==> src/rcss_pkg.sv <==
// rcss_pkg: constants, encodings and state types of the reset clock select and switch block
package rcss_pkg;

  // ************************************************************
  // timing
  // ************************************************************
  localparam int unsigned CLK_HZ = 25_000_000;
  localparam int unsigned POWERUP_TIMER_MS = 64;
  localparam int unsigned POWERUP_TIMER_CYC = 32'(64'(POWERUP_TIMER_MS) * 64'(CLK_HZ) / 64'd1000);
  localparam int unsigned POR_US = 10;
  localparam int unsigned POR_CYC = 32'((64'(POR_US) * 64'(CLK_HZ) + 64'd999_999) / 64'd1_000_000);
  localparam int unsigned MON_US = 4;
  localparam int unsigned MON_CYC = 32'((64'(MON_US) * 64'(CLK_HZ) + 64'd999_999) / 64'd1_000_000);
  localparam logic [9:0] OST_LAST = 10'h3FF;
  localparam logic [3:0] SETTLE_LAST = 4'h9;

  // ************************************************************
  // clock sources, families and primary submodes
  // ************************************************************
  localparam logic [2:0] SRC_FAST = 3'h0;
  localparam logic [2:0] SRC_FAST_PLL = 3'h1;
  localparam logic [2:0] SRC_PRI = 3'h2;
  localparam logic [2:0] SRC_PRI_PLL = 3'h3;
  localparam logic [2:0] SRC_SEC = 3'h4;
  localparam logic [2:0] SRC_SLOW = 3'h5;
  localparam logic [2:0] SRC_FAST_DIV = 3'h7;
  localparam int FAM_FAST = 0;
  localparam int FAM_PRI = 1;
  localparam int FAM_SEC = 2;
  localparam int FAM_SLOW = 3;
  localparam logic [1:0] SUB_EC = 2'h0;
  localparam logic [1:0] SUB_XT = 2'h1;
  localparam logic [1:0] SUB_HS = 2'h2;

  // ************************************************************
  // register map
  // ************************************************************
  localparam logic [11:0] ADDR_CTRL = 12'h000;
  localparam logic [11:0] ADDR_UNLOCK = 12'h004;
  localparam logic [11:0] ADDR_STAT = 12'h008;
  localparam logic [31:0] KEY_HI = 32'h0000_5A5A;
  localparam logic [31:0] KEY_LO = 32'h0000_A5A5;
  localparam int CUR_LSB = 12;
  localparam int NEW_LSB = 8;
  localparam int LOCK_BIT = 5;
  localparam int FAIL_BIT = 3;
  localparam int SEC_BIT = 1;
  localparam int REQ_BIT = 0;
  localparam int STAT_KIND_LSB = 4;
  localparam int STAT_FSM_LSB = 8;

  typedef enum logic [2:0] {
    ST_BOOT = 3'h0,
    ST_RST = 3'h1,
    ST_RUN = 3'h2,
    ST_SW_OST = 3'h3,
    ST_SW_LOCK = 3'h4,
    ST_SW_SET = 3'h5
  } rcss_state_t;

  typedef struct packed {
    logic [4:0] rst_s1;
    logic [4:0] rst_s2;
    logic [4:0] rst_d;
    logic [3:0] tk_s1;
    logic [3:0] tk_s2;
    logic [3:0] tk_d;
    logic lk_s1;
    logic lk_s2;
    logic fl_s1;
    logic fl_s2;
    rcss_state_t st;
    logic [31:0] dly;
    logic [31:0] mdly;
    logic [9:0] osc_startup_timer;
    logic ost_done;
    logic [3:0] settle;
    logic [2:0] cur;
    logic [2:0] nsel;
    logic lock;
    logic cfail;
    logic sec_en;
    logic req;
    logic arm_hi;
    logic arm_lo;
    logic rst_out;
    logic run;
    logic mon;
    logic [3:0] osc_en;
    logic pll_en;
    logic [2:0] kind;
    logic pready;
    logic pslverr;
    logic [31:0] prdata;
  } rcss_regs_t;

endpackage : rcss_pkg

==> src/rcss_top.sv <==
// rcss_top: reset-time clock selection, reset release timing and run-time clock switch
// Summary of operation
// - switching on: power resets use config, others keep current
// - switching off: every reset uses configured source
// - reset out released after power-on and powerup delays
// - startup timer and lock wait overlap reset delay
// - fail monitor starts after release plus delay
// - delay: power-on both, brown-out powerup, others none
// - powerup delay 64 ms enabled, else zero
// - startup timer counts 1024 crystal periods
// - two-speed start runs fast RC in place of primary
// - switch and monitor enabled only when config 0
// - switching off: new select stored but unused, current shows config
// - switching off: request ignored, reads zero
// - equal selects: request cleared, switch aborted
// - valid switch clears lock and fail flag
// - start target, wait crystal timer, wait lock
// - wait ten new-clock cycles before changeover
// - changeover clears request, copies new to current
// - old source off, except kept slow RC, secondary
// - processor keeps running during switch
// - primary submode fixed by configuration only
module rcss_top #(
  parameter int unsigned POWERUP_TIMER_CYCLES = rcss_pkg::POWERUP_TIMER_CYC,
  parameter int unsigned POR_CYCLES = rcss_pkg::POR_CYC,
  parameter int unsigned MON_CYCLES = rcss_pkg::MON_CYC
) (
  // clock and reset
  input wire logic clk_i,
  input wire logic sys_rst_i,
  // reset causes, asynchronous levels
  input wire logic power_on_rst_i,
  input wire logic brownout_reset_i,
  input wire logic external_reset_pin_i,
  input wire logic watchdog_timeout_reset_i,
  input wire logic software_reset_i,
  // configuration, static
  input wire logic switch_monitor_cfg_i,
  input wire logic [2:0] initial_osc_select_cfg_i,
  input wire logic [1:0] primary_submode_cfg_i,
  input wire logic powerup_timer_en_cfg_i,
  input wire logic two_speed_cfg_i,
  // oscillator side
  input wire logic [3:0] osc_tick_i,
  input wire logic pll_lock_i,
  input wire logic clock_fail_i,
  input wire logic wdt_uses_slow_rc_i,
  input wire logic rtc_uses_slow_rc_i,
  // control outputs
  output logic system_reset_out_o,
  output logic exec_enable_o,
  output logic clock_fail_monitor_en_o,
  output logic [2:0] sys_clk_sel_o,
  output logic [3:0] osc_enable_o,
  output logic pll_enable_o,
  // apb slave
  input wire logic psel_i,
  input wire logic penable_i,
  input wire logic pwrite_i,
  input wire logic [11:0] paddr_i,
  input wire logic [31:0] pwdata_i,
  input wire logic [3:0] pstrb_i,
  output logic [31:0] prdata_o,
  output logic pready_o,
  output logic pslverr_o
);

  // ************************************************************
  // decoding helpers
  // ************************************************************
  function automatic logic [3:0] fam_of(input logic [2:0] s);
    logic [3:0] f;
    f = '0;
    case (s)
      rcss_pkg::SRC_PRI, rcss_pkg::SRC_PRI_PLL: f[rcss_pkg::FAM_PRI] = 1'b1;
      rcss_pkg::SRC_SEC: f[rcss_pkg::FAM_SEC] = 1'b1;
      rcss_pkg::SRC_SLOW: f[rcss_pkg::FAM_SLOW] = 1'b1;
      default: f[rcss_pkg::FAM_FAST] = 1'b1;
    endcase
    return f;
  endfunction : fam_of

  function automatic logic pll_of(input logic [2:0] s);
    return (s == rcss_pkg::SRC_FAST_PLL) || (s == rcss_pkg::SRC_PRI_PLL);
  endfunction : pll_of

  // crystal when secondary, or primary in a crystal submode
  function automatic logic xtal_of(input logic [2:0] s, input logic [1:0] sub);
    logic [3:0] f;
    logic p;
    f = fam_of(s);
    p = f[rcss_pkg::FAM_PRI];
    return (s == rcss_pkg::SRC_SEC) || (p && (sub == rcss_pkg::SUB_XT ||
      sub == rcss_pkg::SUB_HS));
  endfunction : xtal_of

  rcss_pkg::rcss_regs_t r_reg;
  rcss_pkg::rcss_regs_t r_next;

  logic sw_en;
  logic [4:0] ev;
  logic ev_any;
  logic [2:0] tgt;
  logic tk_hit;
  logic acc;
  logic wr_done;
  logic mapped;
  logic in_sw;

  // ************************************************************
  // combinational terms
  // ************************************************************
  assign sw_en = ~switch_monitor_cfg_i;
  assign ev = r_reg.rst_s2 & ~r_reg.rst_d;
  assign ev_any = (|ev) || (r_reg.st == rcss_pkg::ST_BOOT);
  assign tgt = (r_reg.st == rcss_pkg::ST_RST) ? r_reg.cur : r_reg.nsel;
  assign tk_hit = |(r_reg.tk_s2 & ~r_reg.tk_d & fam_of(tgt));
  assign acc = psel_i && penable_i;
  assign wr_done = acc && r_reg.pready && pwrite_i;
  assign mapped = (paddr_i == rcss_pkg::ADDR_CTRL) || (paddr_i == rcss_pkg::ADDR_UNLOCK) ||
    (paddr_i == rcss_pkg::ADDR_STAT);
  assign in_sw = (r_reg.st == rcss_pkg::ST_SW_OST) || (r_reg.st == rcss_pkg::ST_SW_LOCK) ||
    (r_reg.st == rcss_pkg::ST_SW_SET);

  // ************************************************************
  // next state
  // ************************************************************
  always_comb begin
    logic [2:0] src;
    logic [3:0] sfam;
    logic [31:0] powerup_timer;
    logic [31:0] word;
    logic sw_nx;
    src = '0;
    sfam = '0;
    powerup_timer = '0;
    word = '0;
    sw_nx = 1'b0;
    r_next = r_reg;
    // asynchronous inputs pass two flops before use
    r_next.rst_s1 = {software_reset_i, watchdog_timeout_reset_i, external_reset_pin_i,
      brownout_reset_i, power_on_rst_i};
    r_next.rst_s2 = r_reg.rst_s1;
    r_next.rst_d = r_reg.rst_s2;
    r_next.tk_s1 = osc_tick_i;
    r_next.tk_s2 = r_reg.tk_s1;
    r_next.tk_d = r_reg.tk_s2;
    r_next.lk_s1 = pll_lock_i;
    r_next.lk_s2 = r_reg.lk_s1;
    r_next.fl_s1 = clock_fail_i;
    r_next.fl_s2 = r_reg.fl_s1;

    // apb: one wait state, read data latched in the first access cycle
    r_next.pready = acc && !r_reg.pready;
    r_next.pslverr = acc && !r_reg.pready && !mapped;
    r_next.prdata = '0;
    if (acc && !r_reg.pready && !pwrite_i) begin
      case (paddr_i)
        rcss_pkg::ADDR_CTRL: begin
          word[rcss_pkg::CUR_LSB +: 3] = r_reg.cur;
          word[rcss_pkg::NEW_LSB +: 3] = r_reg.nsel;
          word[rcss_pkg::LOCK_BIT] = r_reg.lock;
          word[rcss_pkg::FAIL_BIT] = r_reg.cfail;
          word[rcss_pkg::SEC_BIT] = r_reg.sec_en;
          word[rcss_pkg::REQ_BIT] = r_reg.req && sw_en;
        end
        rcss_pkg::ADDR_UNLOCK: word = {30'h0, r_reg.arm_lo, r_reg.arm_hi};
        rcss_pkg::ADDR_STAT: begin
          word[2:0] = {r_reg.mon, r_reg.run, r_reg.rst_out};
          word[rcss_pkg::STAT_KIND_LSB +: 3] = r_reg.kind;
          word[rcss_pkg::STAT_FSM_LSB +: 3] = r_reg.st;
        end
        default: word = '0;
      endcase
      r_next.prdata = word;
    end

    // register writes; each unlock is spent by one write to its byte
    if (wr_done) begin
      case (paddr_i)
        rcss_pkg::ADDR_CTRL: begin
          if (pstrb_i[1] && r_reg.arm_hi) begin
            r_next.nsel = pwdata_i[rcss_pkg::NEW_LSB +: 3];
            r_next.arm_hi = 1'b0;
          end
          if (pstrb_i[0] && r_reg.arm_lo) begin
            r_next.req = sw_en && pwdata_i[rcss_pkg::REQ_BIT];
            r_next.sec_en = pwdata_i[rcss_pkg::SEC_BIT];
            if (!pwdata_i[rcss_pkg::FAIL_BIT]) begin
              r_next.cfail = 1'b0;
            end
            r_next.arm_lo = 1'b0;
          end
        end
        rcss_pkg::ADDR_UNLOCK: begin
          if (pwdata_i == rcss_pkg::KEY_HI) begin
            r_next.arm_hi = 1'b1;
          end
          if (pwdata_i == rcss_pkg::KEY_LO) begin
            r_next.arm_lo = 1'b1;
          end
        end
        default: r_next.arm_hi = r_reg.arm_hi;
      endcase
    end

    // monitor arms after release plus its start delay; a failure beats a register-write clear, not the switch-start clear
    if (sw_en && !r_reg.rst_out && !r_reg.mon) begin
      if (r_reg.mdly == 32'h0) begin
        r_next.mon = 1'b1;
      end else begin
        r_next.mdly = r_reg.mdly - 32'h1;
      end
    end
    if (r_reg.mon && r_reg.fl_s2) begin
      r_next.cfail = 1'b1;
    end

    // sequencing; code keeps running through the switch states
    case (r_reg.st)
      rcss_pkg::ST_RST: begin
        // reset delay, crystal timer and lock wait all run together
        if (r_reg.dly != 32'h0) begin
          r_next.dly = r_reg.dly - 32'h1;
        end else begin
          r_next.rst_out = 1'b0;
        end
        if (!r_reg.ost_done && tk_hit) begin
          r_next.osc_startup_timer = r_reg.osc_startup_timer + 10'h1;
          r_next.ost_done = (r_reg.osc_startup_timer == rcss_pkg::OST_LAST);
        end
        r_next.lock = pll_of(r_reg.cur) && r_reg.lk_s2;
        if (!r_reg.rst_out && r_reg.ost_done && (!pll_of(r_reg.cur) || r_reg.lk_s2)) begin
          r_next.run = 1'b1;
          r_next.st = rcss_pkg::ST_RUN;
        end
      end
      rcss_pkg::ST_RUN: begin
        r_next.lock = pll_of(r_reg.cur) && r_reg.lk_s2;
        if (r_reg.req && sw_en) begin
          if (r_reg.nsel == r_reg.cur) begin
            r_next.req = 1'b0;
          end else begin
            r_next.lock = 1'b0;
            r_next.cfail = 1'b0;
            r_next.osc_startup_timer = '0;
            r_next.settle = '0;
            // crystal timer only when the crystal has to be started
            r_next.ost_done = !xtal_of(r_reg.nsel, primary_submode_cfg_i) ||
              (|(r_reg.osc_en & fam_of(r_reg.nsel)));
            r_next.st = rcss_pkg::ST_SW_OST;
          end
        end
      end
      rcss_pkg::ST_SW_OST: begin
        if (r_reg.ost_done) begin
          r_next.st = rcss_pkg::ST_SW_LOCK;
        end else if (tk_hit) begin
          r_next.osc_startup_timer = r_reg.osc_startup_timer + 10'h1;
          r_next.ost_done = (r_reg.osc_startup_timer == rcss_pkg::OST_LAST);
        end
      end
      rcss_pkg::ST_SW_LOCK: begin
        if (!pll_of(r_reg.nsel) || r_reg.lk_s2) begin
          r_next.lock = pll_of(r_reg.nsel);
          r_next.st = rcss_pkg::ST_SW_SET;
        end
      end
      rcss_pkg::ST_SW_SET: begin
        if (tk_hit) begin
          r_next.settle = r_reg.settle + 4'h1;
          if (r_reg.settle == rcss_pkg::SETTLE_LAST) begin
            r_next.cur = r_reg.nsel;
            r_next.req = 1'b0;
            r_next.st = rcss_pkg::ST_RUN;
          end
        end
      end
      default: r_next.st = rcss_pkg::ST_RST;
    endcase

    // reset events win over everything else
    if (ev_any) begin
      if (sw_en && !ev[0] && !ev[1] && r_reg.st != rcss_pkg::ST_BOOT) begin
        src = r_reg.cur;
      end else begin
        src = initial_osc_select_cfg_i;
      end
      sfam = fam_of(src);
      if (two_speed_cfg_i && sfam[rcss_pkg::FAM_PRI]) begin
        src = rcss_pkg::SRC_FAST;
      end
      powerup_timer = powerup_timer_en_cfg_i ? POWERUP_TIMER_CYCLES : 32'h0;
      if (ev[0] || r_reg.st == rcss_pkg::ST_BOOT) begin
        r_next.dly = 32'(POR_CYCLES + powerup_timer);
        r_next.kind = 3'h1;
      end else if (ev[1]) begin
        r_next.dly = powerup_timer;
        r_next.kind = 3'h2;
      end else begin
        r_next.dly = 32'h0;
        r_next.kind = 3'h4;
      end
      r_next.cur = src;
      r_next.st = rcss_pkg::ST_RST;
      r_next.rst_out = 1'b1;
      r_next.run = 1'b0;
      r_next.mon = 1'b0;
      r_next.mdly = MON_CYCLES;
      r_next.osc_startup_timer = '0;
      r_next.ost_done = !xtal_of(src, primary_submode_cfg_i);
      r_next.req = 1'b0;
      r_next.lock = 1'b0;
      r_next.cfail = 1'b0;
      r_next.arm_hi = 1'b0;
      r_next.arm_lo = 1'b0;
    end

    // oscillator enables: current, target while switching, and kept sources
    sw_nx = (r_next.st == rcss_pkg::ST_SW_OST) || (r_next.st == rcss_pkg::ST_SW_LOCK) ||
      (r_next.st == rcss_pkg::ST_SW_SET);
    r_next.osc_en = fam_of(r_next.cur) | (sw_nx ? fam_of(r_next.nsel) : 4'h0);
    r_next.osc_en[rcss_pkg::FAM_SLOW] = r_next.osc_en[rcss_pkg::FAM_SLOW] ||
      wdt_uses_slow_rc_i || rtc_uses_slow_rc_i || r_next.mon;
    r_next.osc_en[rcss_pkg::FAM_SEC] = r_next.osc_en[rcss_pkg::FAM_SEC] ||
      r_next.sec_en;
    r_next.pll_en = pll_of(r_next.cur) || (sw_nx && pll_of(r_next.nsel));
  end

  // ************************************************************
  // state register
  // ************************************************************
  always_ff @(posedge clk_i) begin
    if (sys_rst_i) begin
      r_reg <= '0;
      r_reg.st <= rcss_pkg::ST_BOOT;
      r_reg.rst_out <= 1'b1;
      r_reg.osc_en <= 4'h1;
    end else begin
      r_reg <= r_next;
    end
  end

  // outputs straight from the state register
  assign system_reset_out_o = r_reg.rst_out;
  assign exec_enable_o = r_reg.run;
  assign clock_fail_monitor_en_o = r_reg.mon;
  assign sys_clk_sel_o = r_reg.cur;
  assign osc_enable_o = r_reg.osc_en;
  assign pll_enable_o = r_reg.pll_en;
  assign prdata_o = r_reg.prdata;
  assign pready_o = r_reg.pready;
  assign pslverr_o = r_reg.pslverr;
endmodule : rcss_top

==> config.mk <==
export PLATFORM = sky130hd
export DESIGN_NAME = rcss_top
export DESIGN_NICKNAME = d
export VERILOG_FILES = /design/src/rcss_pkg.sv /design/src/rcss_top.sv
export SDC_FILE = /design/constraint.sdc
export NUM_CORES = 1
export LEC_CHECK = 0
export BUFFER_PORTS_ARGS = -buffer_cell sky130_fd_sc_hd__buf_2
export CAP_MARGIN = 0
export CORE_UTILIZATION = 56
export DETAILED_ROUTE_END_ITERATION = 8
export PLACE_DENSITY = 0.79
export SLEW_MARGIN = 20
export SYNTH_ARGS = -nofsm -noshare
export SYNTH_HDL_FRONTEND = slang
export SYNTH_SLANG_ARGS = --single-unit
==> constraint.sdc <==
create_clock -name clk_i -period 4.75 [get_ports clk_i]
set_input_delay 0.475 -clock clk_i [delete_from_list [all_inputs] [get_ports clk_i]]
set_output_delay 0.475 -clock clk_i [all_outputs]
set_load 0.1 [all_outputs]
==> metrics.txt <==
outcome=completed; Total Routing Usage GR=between 20% and 30%; Post-CTS Setup Bufs=0; Setup violations, final=0; Avg Inst Size Synth=8.72 µm²; multi-input combinational cell area=3890 µm²; most common cell after layout, fill and taps aside=dfxtp_1; max incr delay on CP=0.70 ns; placed cell count=1062; diode count=0; pins over their slew limit=0; critical path cell sequence=nor3b_2, a211oi_1, or4b_2, o31ai_1, a211o_1, and4b_1, a211o_1; hpwl dp=11300 µm; clock sink count=151; RSZ-0062 raised after global routing=false; hold depth=2; first-pass GRT wire length=approximately 26000 µm; Skew-Pair Late Insertion Delay=0.42 ns; post-route cell area=8360 µm²; number of flops mapped to enable cells by yosys=0; root buffer cell=clkbuf_16; Critical Path RT=5.06 ns; Max FO, Critical Path=13; Post-synth ARST share=0%; register area=3020 µm²; Max VDD drop=0.000220 V; vias post-DR=6147; vias in the first global route=5453; H-tree levels=4; slowest cell on the critical path=or4b_2; largest net degree at the start of global routing=68; Final Hold Viols=0; Power Total=roughly 3200 µW; synth unique cells=73; gr ovfl total=0; Period Utilization, post-route=65.7%; Vias/cell=5.62; Post-DRT Antenna Nets=0; # fillers=1029; Routed WL=16300 µm; crit-path leading delay family=simple AND/OR/NAND/NOR gates; Clock Path Buffers=2; worst slew pin tran=just under 1 ns; DRT iter0 DRCs=between 400 and 500; Buf/Inv on CP=0; FF-to-FF setup slack=1.63 ns; Mapped Cells=840; Reg clk slew, reported paths=0.06 ns; Worst EP arrival=3.43 ns; Max Clk Rate=320 MHz; hold_sp=power_on_rst_i; HP Class=in -> reg; area growth from synthesis to final layout=14.1%; Tmin final=3.12 ns; Setup CP Type=reg -> reg; row count=41; DR DRC count=0; share of layout cells above drive strength 1=about 17%; crit path capture type=flop; area of the core=between 10000 and 15000 µm²; Chip Width=116 µm; Post-DP Area=7720 µm²; die area=about 14000 µm²; flops & latches, synth=about 150; Layout Cells excl Fill=1094; Post-CTS Resized=0; CTS Buf Count=17; setup TNS=0 ns; Layout Nets=around 1000; crit-path most repeated cell=a211o_1; Detailed Routing Iterations Pass 1=5; PortBufs=97; Max transition margin=a little over a third; reg-to-reg endpoint=osc_enable_o[2]; Worst Setup Start Kind=flop; R2R Path Start=r_reg[136]; Die Y-Extent=116 µm; initial antenna violation count=0; commonest non-fill, non-tap cells in the layout=dfxtp_1, nor2_1, buf_2; initial core utilization=57.8%; Worst Skew=0.00602 ns; sequential area share after synthesis=41.3%; YS warnings=0; cts hold-fix bufs=0; wire length per cell=around 15 µm; FF-to-FF path depth=7; Leak=between 0.003 and 0.004 µW; CTS tree=done; P per Cell Area=382 nW/µm²; gpl congestion=0.856; max FFs per register=105; max_cap viols=0; Hold EP=r_next[160]; Cell Area, Synth=7320 µm²; num ports=119; Most used DFF post-synth=dfxtp_1
==> layer usage <==
| metal | share of wire [%] | global-route usage, % | up-vias |
|---|---|---|---|
| met1 | 45 | 30.7 | 2834 |
| met4 | 3.0 | 13.7 | 0 |
| met3 | 6.5 | 5.81 | 37 |
| met5 | 0 | 0 | - |
| met2 | 46 | 39.8 | 222 |
| li1 | - | - | 3054 |
==> stage by stage <==
stage	setup slack [ns]	hold slack (ns)	utilization [%]
after CTS	1.65	0.250	65.9
after global placement	1.68	0.419	60.9
after floorplan	2.07	0.414	-
final	1.63	0.258	65.9
after global routing	1.40	0.276	65.9
after detailed placement	1.68	0.422	60.9
==> synthesized netlist by cell type (15+ instances only) <==
cell,instances,area [µm²]
nand3b_1,19,143
nor2_1,111,417
clkbuf_1,27,101
nand3_1,18,90.1
nor3_1,39,195
buf_4,39,293
or3_1,20,125
a21oi_1,39,195
nor2b_1,41,257
xor2_1,28,245
dfxtp_1,151,3020
xnor2_1,29,254
o21ai_0,24,120
nor4_1,19,119
mux2i_1,15,150
nand2_1,37,139
==> area by class of cell <==
class	count	share of cell area, %
clock inverter	12	2.41
multi-input combinational	621	46.5
clock buffer	20	5.23
sequential	151	36.2
tap	172	2.58
inverter	14	0.629
timing repair buffer	104	6.44
==> power by group <==
group          internal [µW]  switching, µW  total (µW)
combinational            122            287         409
clock                    931            515        1450
sequential              1300           36.2        1340
==> worst max-delay path by stage <==
stage / slack (ns) / start / depth (start not counted) / endpoint
final: 1.63 / r_reg[136] / 7 / osc_enable_o[2]
after global routing: 1.40 / r_reg[136] / 8 / r_reg[65]
after CTS: 1.65 / r_reg[136] / 7 / osc_enable_o[2]
after detailed placement: 1.68 / r_reg[136] / 7 / osc_enable_o[2]
after global placement: 1.68 / r_reg[136] / 7 / osc_enable_o[2]
after floorplan: 2.07 / pready_o / 5 / osc_enable_o[0]
==> cell families (layout without fill, tap and decap cells) <==
family          count (synthesis)  after routing  share of synthesized area, %
fa+ha+maj                       5              5                         0.854
xor+xnor                       57             57                          6.82
buf+inv                        86            150                          6.66
flops                         151            151                          41.3
other cells                     1             19                        0.0512
mux                            19             19                          2.66
simple gates                  394            394                          29.9
compound gates                127            127                          11.8
Note: power is estimated with default switching activity, not from simulation.
